$ cat src/hw/dpdc_defines.vh
`ifndef DPDC_DEFINES_VH
`define DPDC_DEFINES_VH

// register byte offsets
`define DPDC_OFF_CTRL 12'h000
`define DPDC_OFF_PRE0 12'h004
`define DPDC_OFF_CNT0 12'h008
`define DPDC_OFF_PRE1 12'h00c
`define DPDC_OFF_CNT1 12'h010
`define DPDC_OFF_STAT 12'h014
`define DPDC_OFF_MASK 12'h018
`define DPDC_OFF_CMD 12'h01c

// ctrl fields
`define DPDC_CTRL_MOD0 0
`define DPDC_CTRL_MOD1 1
`define DPDC_CTRL_EXT1 2
`define DPDC_CTRL_ROLE_LO 3
`define DPDC_CTRL_ROLE_HI 4

// command bits (write-only pulses)
`define DPDC_CMD_LOAD0 0
`define DPDC_CMD_RUN0 1
`define DPDC_CMD_STOP0 2
`define DPDC_CMD_LOAD1 3
`define DPDC_CMD_RUN1 4
`define DPDC_CMD_STOP1 5

// external pin roles
`define DPDC_ROLE_CLK 2'h0
`define DPDC_ROLE_RTRIG 2'h1
`define DPDC_ROLE_NTRIG 2'h2
`define DPDC_ROLE_GATE 2'h3

// internal clock divide for the internal tick of both timers
`define DPDC_INT_DIV 2'h3

// reset values
`define DPDC_RST_CTRL 8'h00
`define DPDC_RST_PRE 6'h00
`define DPDC_RST_CNT 8'h00
`define DPDC_RST_STAT 2'h0
`define DPDC_RST_MASK 2'h0

`endif

$ cat src/hw/dpdc_chan.v
`timescale 1ns/10ps
`include "dpdc_defines.vh"

// one prescaler plus down counter
module dpdc_chan (
  // clock and reset
  input wire pclk,
  input wire presetn,
  // configuration
  input wire [5:0] pre_init,
  input wire [7:0] cnt_init,
  input wire modulo,
  // control
  input wire load,
  input wire run,
  input wire stop,
  input wire tick,
  // status
  output reg [7:0] cnt_q,
  output reg running_q,
  output reg eoc_q
);

  reg [5:0] pre_q;
  wire pre_end;
  wire cnt_end;

  // a zero wraps to 63 first, so it divides by 64
  assign pre_end = (pre_q == 6'h01);
  assign cnt_end = (cnt_q == 8'h01);

  always @(posedge pclk or negedge presetn) begin
    if (!presetn) begin
      pre_q <= 6'h00;
      cnt_q <= 8'h00;
      running_q <= 1'b0;
      eoc_q <= 1'b0;
    end else begin
      eoc_q <= 1'b0;
      if (load) begin
        pre_q <= pre_init;
        cnt_q <= cnt_init;
        running_q <= 1'b1;
      end else if (stop) begin
        running_q <= 1'b0;
      end else begin
        if (run) begin
          running_q <= 1'b1;
        end
        if (running_q && tick) begin
          if (pre_end) begin
            pre_q <= pre_init;
            if (cnt_end) begin
              eoc_q <= 1'b1;
              if (modulo) begin
                cnt_q <= cnt_init;
              end else begin
                cnt_q <= 8'h00;
                running_q <= 1'b0;
              end
            end else begin
              cnt_q <= cnt_q - 8'h01;
            end
          end else begin
            pre_q <= pre_q - 6'h01;
          end
        end
      end
    end
  end

endmodule // dpdc_chan

$ cat src/hw/dpdc_top.v
// Decided for this implementation: the APB slave port and the register addresses.
`timescale 1ns/10ps
`include "dpdc_defines.vh"

// Operation
// - two 8-bit timers, own 6-bit prescalers
// - second timer internal or external, first internal
// - prescaler divides by 1 to 64
// - counter decrements loaded value, 1 to 256
// - end of count raises own interrupt
// - start, stop, resume, restart commands
// - single-pass halts at zero
// - modulo-N reloads and continues
// - counters readable, prescalers not
// - internal source is clock divided by four
// - pin role: clock, triggers, or gate
module dpdc_top (
  // apb
  input wire pclk,
  input wire presetn,
  input wire psel,
  input wire penable,
  input wire pwrite,
  input wire [11:0] paddr,
  input wire [31:0] pwdata,
  output reg [31:0] prdata,
  output reg pready,
  output reg pslverr,
  // pin
  input wire external_timer_pin,
  // interrupts
  output reg first_timer_interrupt,
  output reg second_timer_interrupt,
  output reg irq
);

  // non-retrigger arming states
  localparam ARM_READY = 2'h1;
  localparam ARM_SPENT = 2'h2;

  reg [7:0] ctrl_q;
  reg [5:0] pre0_q;
  reg [7:0] init0_q;
  reg [5:0] pre1_q;
  reg [7:0] init1_q;
  reg [1:0] stat_q;
  reg [1:0] mask_q;
  reg [1:0] div_q;
  reg pin_q;
  reg [1:0] arm_q;
  reg [1:0] arm_d;
  wire trig_armed;
  reg [5:0] cmd_q;
  wire [7:0] cnt0;
  wire [7:0] cnt1;
  wire [1:0] running;
  wire [1:0] eoc;
  wire wr;
  wire rd;
  wire [1:0] role;
  wire int_tick;
  wire pin_rise;
  wire sel_ctrl;
  wire sel_pre0;
  wire sel_cnt0;
  wire sel_pre1;
  wire sel_cnt1;
  wire sel_stat;
  wire sel_mask;
  wire sel_cmd;
  wire wr_ctrl;
  wire wr_pre0;
  wire wr_cnt0;
  wire wr_pre1;
  wire wr_cnt1;
  wire wr_stat;
  wire wr_mask;
  wire wr_cmd;
  reg tick1;
  reg trig_load;
  reg [31:0] rdata_d;
  reg hit;

  function is_addr;
    input [11:0] a;
    input [11:0] off;
    begin
      is_addr = (a[11:2] == off[11:2]);
    end
  endfunction

  assign wr = psel && penable && pwrite && pready;
  assign rd = psel && !penable && !pwrite;
  assign role = ctrl_q[`DPDC_CTRL_ROLE_HI:`DPDC_CTRL_ROLE_LO];
  assign int_tick = (div_q == `DPDC_INT_DIV);
  assign pin_rise = external_timer_pin && !pin_q;
  assign trig_armed = (arm_q == ARM_READY);

  // one address decode shared by writes and reads
  assign sel_ctrl = is_addr(paddr, `DPDC_OFF_CTRL);
  assign sel_pre0 = is_addr(paddr, `DPDC_OFF_PRE0);
  assign sel_cnt0 = is_addr(paddr, `DPDC_OFF_CNT0);
  assign sel_pre1 = is_addr(paddr, `DPDC_OFF_PRE1);
  assign sel_cnt1 = is_addr(paddr, `DPDC_OFF_CNT1);
  assign sel_stat = is_addr(paddr, `DPDC_OFF_STAT);
  assign sel_mask = is_addr(paddr, `DPDC_OFF_MASK);
  assign sel_cmd = is_addr(paddr, `DPDC_OFF_CMD);
  assign wr_ctrl = wr && sel_ctrl;
  assign wr_pre0 = wr && sel_pre0;
  assign wr_cnt0 = wr && sel_cnt0;
  assign wr_pre1 = wr && sel_pre1;
  assign wr_cnt1 = wr && sel_cnt1;
  assign wr_stat = wr && sel_stat;
  assign wr_mask = wr && sel_mask;
  assign wr_cmd = wr && sel_cmd;

  // divide-by-four strobe for the internal tick
  always @(posedge pclk or negedge presetn) begin
    if (!presetn) begin
      div_q <= 2'h0;
    end else begin
      div_q <= div_q + 2'h1;
    end
  end

  // previous pin level for edge detection
  always @(posedge pclk or negedge presetn) begin
    if (!presetn) begin
      pin_q <= 1'b0;
    end else begin
      pin_q <= external_timer_pin;
    end
  end

  // second timer tick source and trigger handling
  always @* begin
    tick1 = 1'b0;
    trig_load = 1'b0;
    if (!ctrl_q[`DPDC_CTRL_EXT1]) begin
      tick1 = int_tick;
    end else begin
      case (role)
        `DPDC_ROLE_CLK: tick1 = pin_rise;
        `DPDC_ROLE_GATE: tick1 = int_tick && external_timer_pin;
        `DPDC_ROLE_RTRIG: begin
          tick1 = int_tick;
          trig_load = pin_rise;
        end
        `DPDC_ROLE_NTRIG: begin
          tick1 = int_tick;
          trig_load = pin_rise && !running[1] && trig_armed;
        end
        default: tick1 = 1'b0;
      endcase
    end
  end

  // first timer: internal clock only
  dpdc_chan u_ch0 (
    .pclk(pclk),
    .presetn(presetn),
    .pre_init(pre0_q),
    .cnt_init(init0_q),
    .modulo(ctrl_q[`DPDC_CTRL_MOD0]),
    .load(cmd_q[`DPDC_CMD_LOAD0]),
    .run(cmd_q[`DPDC_CMD_RUN0]),
    .stop(cmd_q[`DPDC_CMD_STOP0]),
    .tick(int_tick),
    .cnt_q(cnt0),
    .running_q(running[0]),
    .eoc_q(eoc[0])
  );

  dpdc_chan u_ch1 (
    .pclk(pclk),
    .presetn(presetn),
    .pre_init(pre1_q),
    .cnt_init(init1_q),
    .modulo(ctrl_q[`DPDC_CTRL_MOD1]),
    .load(cmd_q[`DPDC_CMD_LOAD1] | trig_load),
    .run(cmd_q[`DPDC_CMD_RUN1]),
    .stop(cmd_q[`DPDC_CMD_STOP1]),
    .tick(tick1),
    .cnt_q(cnt1),
    .running_q(running[1]),
    .eoc_q(eoc[1])
  );

  // control register
  always @(posedge pclk or negedge presetn) begin
    if (!presetn) begin
      ctrl_q <= `DPDC_RST_CTRL;
    end else if (wr_ctrl) begin
      ctrl_q <= pwdata[7:0];
    end
  end

  // first prescaler reload value
  always @(posedge pclk or negedge presetn) begin
    if (!presetn) begin
      pre0_q <= `DPDC_RST_PRE;
    end else if (wr_pre0) begin
      pre0_q <= pwdata[5:0];
    end
  end

  // first counter initial value
  always @(posedge pclk or negedge presetn) begin
    if (!presetn) begin
      init0_q <= `DPDC_RST_CNT;
    end else if (wr_cnt0) begin
      init0_q <= pwdata[7:0];
    end
  end

  // second prescaler reload value
  always @(posedge pclk or negedge presetn) begin
    if (!presetn) begin
      pre1_q <= `DPDC_RST_PRE;
    end else if (wr_pre1) begin
      pre1_q <= pwdata[5:0];
    end
  end

  // second counter initial value
  always @(posedge pclk or negedge presetn) begin
    if (!presetn) begin
      init1_q <= `DPDC_RST_CNT;
    end else if (wr_cnt1) begin
      init1_q <= pwdata[7:0];
    end
  end

  // interrupt mask
  always @(posedge pclk or negedge presetn) begin
    if (!presetn) begin
      mask_q <= `DPDC_RST_MASK;
    end else if (wr_mask) begin
      mask_q <= pwdata[1:0];
    end
  end

  // command pulses, live for one cycle
  always @(posedge pclk or negedge presetn) begin
    if (!presetn) begin
      cmd_q <= 6'h00;
    end else if (wr_cmd) begin
      cmd_q <= pwdata[5:0];
    end else begin
      cmd_q <= 6'h00;
    end
  end

  // status: set wins over write-one-to-clear
  always @(posedge pclk or negedge presetn) begin
    if (!presetn) begin
      stat_q <= `DPDC_RST_STAT;
    end else if (wr_stat) begin
      stat_q <= (stat_q & ~pwdata[1:0]) | eoc;
    end else begin
      stat_q <= stat_q | eoc;
    end
  end

  // non-retrigger arming: spent by a trigger, rearmed by a restart command
  always @* begin
    arm_d = arm_q;
    case (arm_q)
      ARM_READY: begin
        if (trig_load && role == `DPDC_ROLE_NTRIG) arm_d = ARM_SPENT;
      end
      ARM_SPENT: begin
        if (wr_cmd && pwdata[`DPDC_CMD_LOAD1]) arm_d = ARM_READY;
      end
      default: arm_d = ARM_READY;
    endcase
  end

  // arming state register
  always @(posedge pclk or negedge presetn) begin
    if (!presetn) begin
      arm_q <= ARM_READY;
    end else begin
      arm_q <= arm_d;
    end
  end

  // read mux
  always @* begin
    rdata_d = 32'h0000_0000;
    hit = 1'b1;
    if (sel_ctrl) rdata_d = {24'h00_0000, ctrl_q};
    else if (sel_pre0) rdata_d = 32'h0000_0000;
    else if (sel_cnt0) rdata_d = {24'h00_0000, cnt0};
    else if (sel_pre1) rdata_d = 32'h0000_0000;
    else if (sel_cnt1) rdata_d = {24'h00_0000, cnt1};
    else if (sel_stat) rdata_d = {28'h000_0000, running, stat_q};
    else if (sel_mask) rdata_d = {30'h0000_0000, mask_q};
    else if (sel_cmd) rdata_d = 32'h0000_0000;
    else hit = 1'b0;
  end

  // apb answer: one wait-free access phase
  always @(posedge pclk or negedge presetn) begin
    if (!presetn) begin
      pready <= 1'b0;
      pslverr <= 1'b0;
    end else begin
      pready <= psel && !penable;
      pslverr <= psel && !penable && !hit;
    end
  end

  // read data taken in the setup cycle, held until the next read
  always @(posedge pclk or negedge presetn) begin
    if (!presetn) begin
      prdata <= 32'h0000_0000;
    end else if (rd) begin
      prdata <= rdata_d;
    end
  end

  // per-timer interrupt lines, one cycle behind status
  always @(posedge pclk or negedge presetn) begin
    if (!presetn) begin
      first_timer_interrupt <= 1'b0;
      second_timer_interrupt <= 1'b0;
    end else begin
      first_timer_interrupt <= stat_q[0] && mask_q[0];
      second_timer_interrupt <= stat_q[1] && mask_q[1];
    end
  end

  // summary interrupt, same timing as the per-timer lines
  always @(posedge pclk or negedge presetn) begin
    if (!presetn) begin
      irq <= 1'b0;
    end else begin
      irq <= |(stat_q & mask_q);
    end
  end

endmodule // dpdc_top

$ cat config.mk
export PLATFORM = sky130hd
export DESIGN_NAME = dpdc_top
export DESIGN_NICKNAME = d
export VERILOG_FILES = /design/src/hw/dpdc_chan.v /design/src/hw/dpdc_top.v
export VERILOG_INCLUDE_DIRS = /design/src /design/src/hw
export SDC_FILE = /design/constraint.sdc
export NUM_CORES = 1
export LEC_CHECK = 0
export BUFFER_PORTS_ARGS = -buffer_cell sky130_fd_sc_hd__buf_2
export CAP_MARGIN = 30
export CORE_MARGIN = 5
export CORE_UTILIZATION = 60
export CTS_BUF_LIST = sky130_fd_sc_hd__clkbuf_4 sky130_fd_sc_hd__clkbuf_8
export DETAILED_ROUTE_END_ITERATION = 10
export GPL_TIMING_DRIVEN = 0
export PLACE_DENSITY = 0.84
export SYNTH_ARGS = -nofsm -noshare
export SYNTH_HDL_FRONTEND = slang
export SYNTH_SLANG_ARGS = --single-unit
export TNS_END_PERCENT = 1
$ cat constraint.sdc
create_clock -name pclk -period 5.6 [get_ports pclk]
set_clock_uncertainty 0.2 [all_clocks]
set_input_delay 0.28 -clock pclk [delete_from_list [all_inputs] [get_ports pclk]]
set_output_delay 0.28 -clock pclk [all_outputs]
set_load 0.01 [all_outputs]
; Word level (Yosys, flattened, before mapping)
; Cells that the tools add are included.
[op_classes]
n_reduce_logical = 42
muxes = 68
n_addsub = 5
eq_ne = 21
bitwise = 6
[op_table]
columns = cell, n
row1 = $mux 8, 17
row2 = $mux 6, 9
row3 = $eq 10x3->1 const B, 4
row4 = $mux 1, 34
row5 = $logic_and 1x1->1, 24
row6 = $eq 10x2->1 const B, 2
row7 = $eq 8x1->1 const B, 2
row8 = $sub 8x1->8 const B, 2
row9 = $eq 6x1->1 const B, 2
row10 = $sub 6x1->6 const B, 2
row11 = $eq 10x1->1 const B, 1
row12 = $logic_not 10->1, 1
row13 = $eq 2x2->1 const B, 4
row14 = $mux 2, 4
row15 = $reduce_bool 2->1, 4
row16 = $reduce_and 2->1, 3
row17 = $reduce_and 3->1, 2
row18 = $logic_not 1->1, 5
row19 = $and 2x2->2, 2
row20 = $eq 2x1->1 const B, 2
row21 = $mux 4, 1
row22 = $ne 2x1->1 const B, 2
row23 = $ne 2x2->1 const B, 2
row24 = $or 2x2->2, 2
row25 = 8 further kinds, 9
[totals]
in_bits = 50
register_bits = 120
output_inout_bits = 37
word_cells = 167

; Longest topological paths before layout
[depth]
ltp_word = 11
depth_mapped = 9
mapped_depth_nobuf = 7

; Hierarchy
; From an unflattened synthesis, not the netlist that was laid out.
[unflattened]
hier_cells = 485
area_unflattened_um2 = 5084.9
[by_module_without_submodules]
columns = module, cells_per_inst, seq_area_each_um2, instances, area_each_um2
row1 = dpdc_top, 257, 1602.8, 1, 3022.9
row2 = dpdc_chan, 114, 400.4, 2, 1031.0

; Worst setup path after synthesis
; OpenSTA, ideal clock, no wires.
[synth_timing]
path_kind = register to register
from = reg ctrl_q[3]
to = reg u_ch1.pre_q[2]
t_required_ns = 5.264
stages_incl_launch_ff = 9
n_path_buf = 1
arrival_time_ns = 2.000
setup_time_ns = 0.136
setup_slack_ns = 3.264
synth_period_minus_slack_ns = 2.336
path_cell_list = dfrtp_1 > inv_1 > ha_1 > a21oi_1 > o311ai_0 > a21oi_1 > clkbuf_1 > o21ai_0 > o21ai_0
[synth_between]
elab_chain_len = 7
elab_cells_between_ends = 15
classes_between = 4 x eq/ne / 5 x mux / 1 x bitwise / 5 x reduce/logical
[synth_lines]
columns = item, line
row1 = start: declaration, dpdc_top.v:41  ; reg [7:0] ctrl_q;
row2 = start signal: assignment, dpdc_top.v:192  ; ctrl_q <= `DPDC_RST_CTRL;
row3 = start signal: assignment, dpdc_top.v:194  ; ctrl_q <= pwdata[7:0];
row4 = $eq 2x2->1 / $eq 2x1->1 (equally long branches), dpdc_top.v:142  ; case (role)
row5 = $reduce_or 2->1 (no line), --
row6 = $pmux 1 s3, dpdc_top.v:142
row7 = $mux 1, dpdc_top.v:139  ; if (!ctrl_q[`DPDC_CTRL_EXT1]) begin
row8 = $logic_and 1x1->1, dpdc_chan.v:50  ; if (running_q && tick) begin
row9 = $reduce_bool 2->1 (no line), --
row10 = $reduce_and 2->1 (no line), --
row11 = end signal: assignment, dpdc_chan.v:41  ; pre_q <= pre_init;
row12 = end signal: assignment, dpdc_chan.v:52  ; pre_q <= pre_init;
row13 = end signal: assignment, dpdc_chan.v:65  ; pre_q <= pre_q - 6'h01;
row14 = end: declaration, dpdc_chan.v:24  ; reg [5:0] pre_q;
; Several ways; a longest one is shown, not always the timed one.
; A chain may end at the register's enable or synchronous reset.

; Worst setup path after layout
; Ends and elaborated chain as after synthesis.

==> results_dict.tcl <==
set metrics [dict create \
    critical_path_required_ps 5630 \
    vdd_drop_max_mv 0.120 \
    hold_path_class "primary input to register" \
    start_util_pct 61.3 \
    die_w_um 101 \
    pre_cts_slack_ps 2640 \
    grt_max_degree 72 \
    multi_input_comb_area_mm2 0.00236 \
    p_leak_nw 2.82 \
    rows 33 \
    antenna_found_initial 0 \
    finalSetupViolations 0 \
    cts-root-buf "clkbuf_8" \
    syn_inst 493 \
    yosys_warnings 0 \
    fin_crit_sh_pct 53.4 \
    drt-total-wl_um 11100 \
    worst_slew_pin_slew_ps 1050 \
    drt-pass1-iter-count 7 \
    syn-mean-instance-area_um2 10.2 \
    ys_ff_latch 96 \
    drc 0 \
    yosysUniqueCellTypes 60 \
    arrival_ps 3020 \
    io_buffers 34 \
    die_h_um 101 \
    io_pins 87 \
    antenna_cells 0 \
    drt_iter0_markers 318 \
    syn2layout_area_growth_pct 13.3 \
    ys_seq_area_share_pct 48.0 \
    htreeDepth 3 \
    p_total_mw 1.24 \
    grt_pass1_vias 3871 \
    vias_per_cell 5.90 \
    antenna_left 0 \
    placed_area_mm2 0.00543 \
    wl_per_cell_um 16.4 \
    maxCapViolations 0 \
    most-common-layout-cells "dfrtp_1 (95), mux2_2 (40), o21ai_0 (38)" \
    cts-buffers-inserted 9 \
    fin_nets 631 \
    fp.coreArea_mm2 0.00818 \
    cts_tree "done" \
    dieArea_mm2 0.0103 \
    start_kind "register" \
    insertion_delay_ps 370 \
    gr-total-overflow 0 \
    fin_area_mm2 0.00568 \
    gr-usage-all-layers_pct 22.7 \
    period_minus_slack_ps 2990 \
    via_count 4003 \
    place_hpwl_um 8160 \
    rsz0062_at_grt "no" \
    clk_pin_slew_ps 90 \
    outcome "completed" \
    grt_pass1_wl_um 18400 \
    tns_ps 0 \
    slew_viol_final 0 \
    cts.path.max_buffers 2 \
    place_congestion 0.862 \
    synth_area_mm2 0.00501 \
    cts.sinks 96 \
    fin_ws_ps 2610 \
    synth_ff_type "dfrtp_1" \
    async_reset_ff_share_pct 100 \
    layout_commonest_cell "dfrtp_1" \
    post_cts_buffers 0 \
    drive_gt1_share_pct 22.9 \
    critPathMaxFanout 10 \
    power.density_mw_per_mm2 219 \
    n_fill_cell 619 \
    slew_headroom_pct 28.8 \
    critical_path_class "register to register" \
    hold_viol 0 \
    seq_area_mm2 0.00240 \
    endpoint_kind "register" \
    fin_util_pct 69.4 \
    fmax_mhz 334 \
    synth_edf_count 0 \
]
-- critical path, cell delays in order (launching register included) --
cell      delay (ps)
dfrtp_1          400
inv_1            120
ha_1             320
a21oi_1           50
o311ai_0         860
a21oi_1          270
clkbuf_1         290
o21ai_0          220
o21ai_0          120
-- path summary, 6_finish.rpt --
path,from,end,slack (ps),cells past startpoint
max,ctrl_q[3],u_ch1.pre_q[2],2610,8
min reg2reg,div_q[0],div_q[0],230,1
max reg2reg,ctrl_q[3],u_ch1.pre_q[2],2610,8
min in group asynchronous,presetn,pready,150,2
min,pwdata[5],cmd_q[5],50,2
max in group asynchronous,presetn,arm_q[0],4350,3
-- cells in the mapped netlist (7+ instances only) --
library cell  instances  share of area [%]
o21ai_0              38                3.8
buf_4                24                3.6
mux2_2               40                9.0
nand3_1               7               0.70
ha_1                 13                3.2
and2_1               11                1.4
nor4_1                7               0.87
nand2b_1              7               0.87
inv_1                23                1.7
dfrtp_1              95                 47
nor3_1               18                1.8
mux2i_1               9                1.8
clkbuf_1             10               0.75
a21oi_1              25                2.5
nor2_1               35                2.6
nand2_1              35                2.6
-- sequential cells by signal (all words and copies together), names as in the netlist, 2 cells and up --
register / count
arm_q: 2
init0_q: 8
mask_q: 2
u_ch1.pre_q: 6
stat_q: 2
div_q: 2
ctrl_q: 8
u_ch0.cnt_q: 8
u_ch0.pre_q: 6
cmd_q: 6
u_ch1.cnt_q: 8
prdata: 8
init1_q: 8
pre0_q: 6
pre1_q: 6
-- repair_timing --
item | 4_1_cts | 5_1_grt
setup endpoints to repair | 0 | 0
gates resized for setup | 0 | 0
hold endpoints to repair | 32 | 0
hold buffers | 6 | 0
-- routing by layer --
layer / routed length, µm / share of wire (%) / vias to the layer above / track usage, %
li1: - / - / 1884 / -
met1: 4800 / 43 / 1928 / 30.5
met2: 5200 / 47 / 170 / 36.9
met3: 912 / 8.2 / 21 / 4.89
met4: 177 / 1.6 / 0 / 7.77
met5: 0 / 0 / - / 0
-- cells by family after synthesis --
group                      Yosys count  share of synthesized area (%)
adders and majority gates           13                           3.25
AOI/OAI and AO/OA                  117                           14.9
muxes                               49                           10.8
other                                1                         0.0748
DFF                                 96                           48.0
and+or+nand+nor                    156                           16.5
buffers and inverters               61                           6.59
-- through the flow --
step / hold WS, ps / std cells
global route: 22.3 / 678
detailed placement: 11.9 / 656
global placement: 207 / 655
floorplan: -216 / 516
CTS: 39.6 / 678
finish: 46.9 / 678
-- area by class of cell --
type                       count  share of cell area (%)
buffer                        38                    4.30
clock buffer                  12                    2.80
clock inverter                 4                   0.485
inverter                      23                    1.52
multi-input combinational    359                    41.6
sequential                    96                    42.4
tap                          105                    2.31
timing repair buffer          41                    4.59
-- power breakdown --
group | total [mW] | internal [mW] | leakage (nW) | switching (mW)
sequential | 0.709 | 0.700 | 1.29 | 0.00839
combinational | 0.101 | 0.0411 | 1.42 | 0.0594
clock | 0.432 | 0.192 | 0.100 | 0.240
total | 1.24 | 0.933 | 2.82 | 0.307
(Power assumes the default switching activity.)
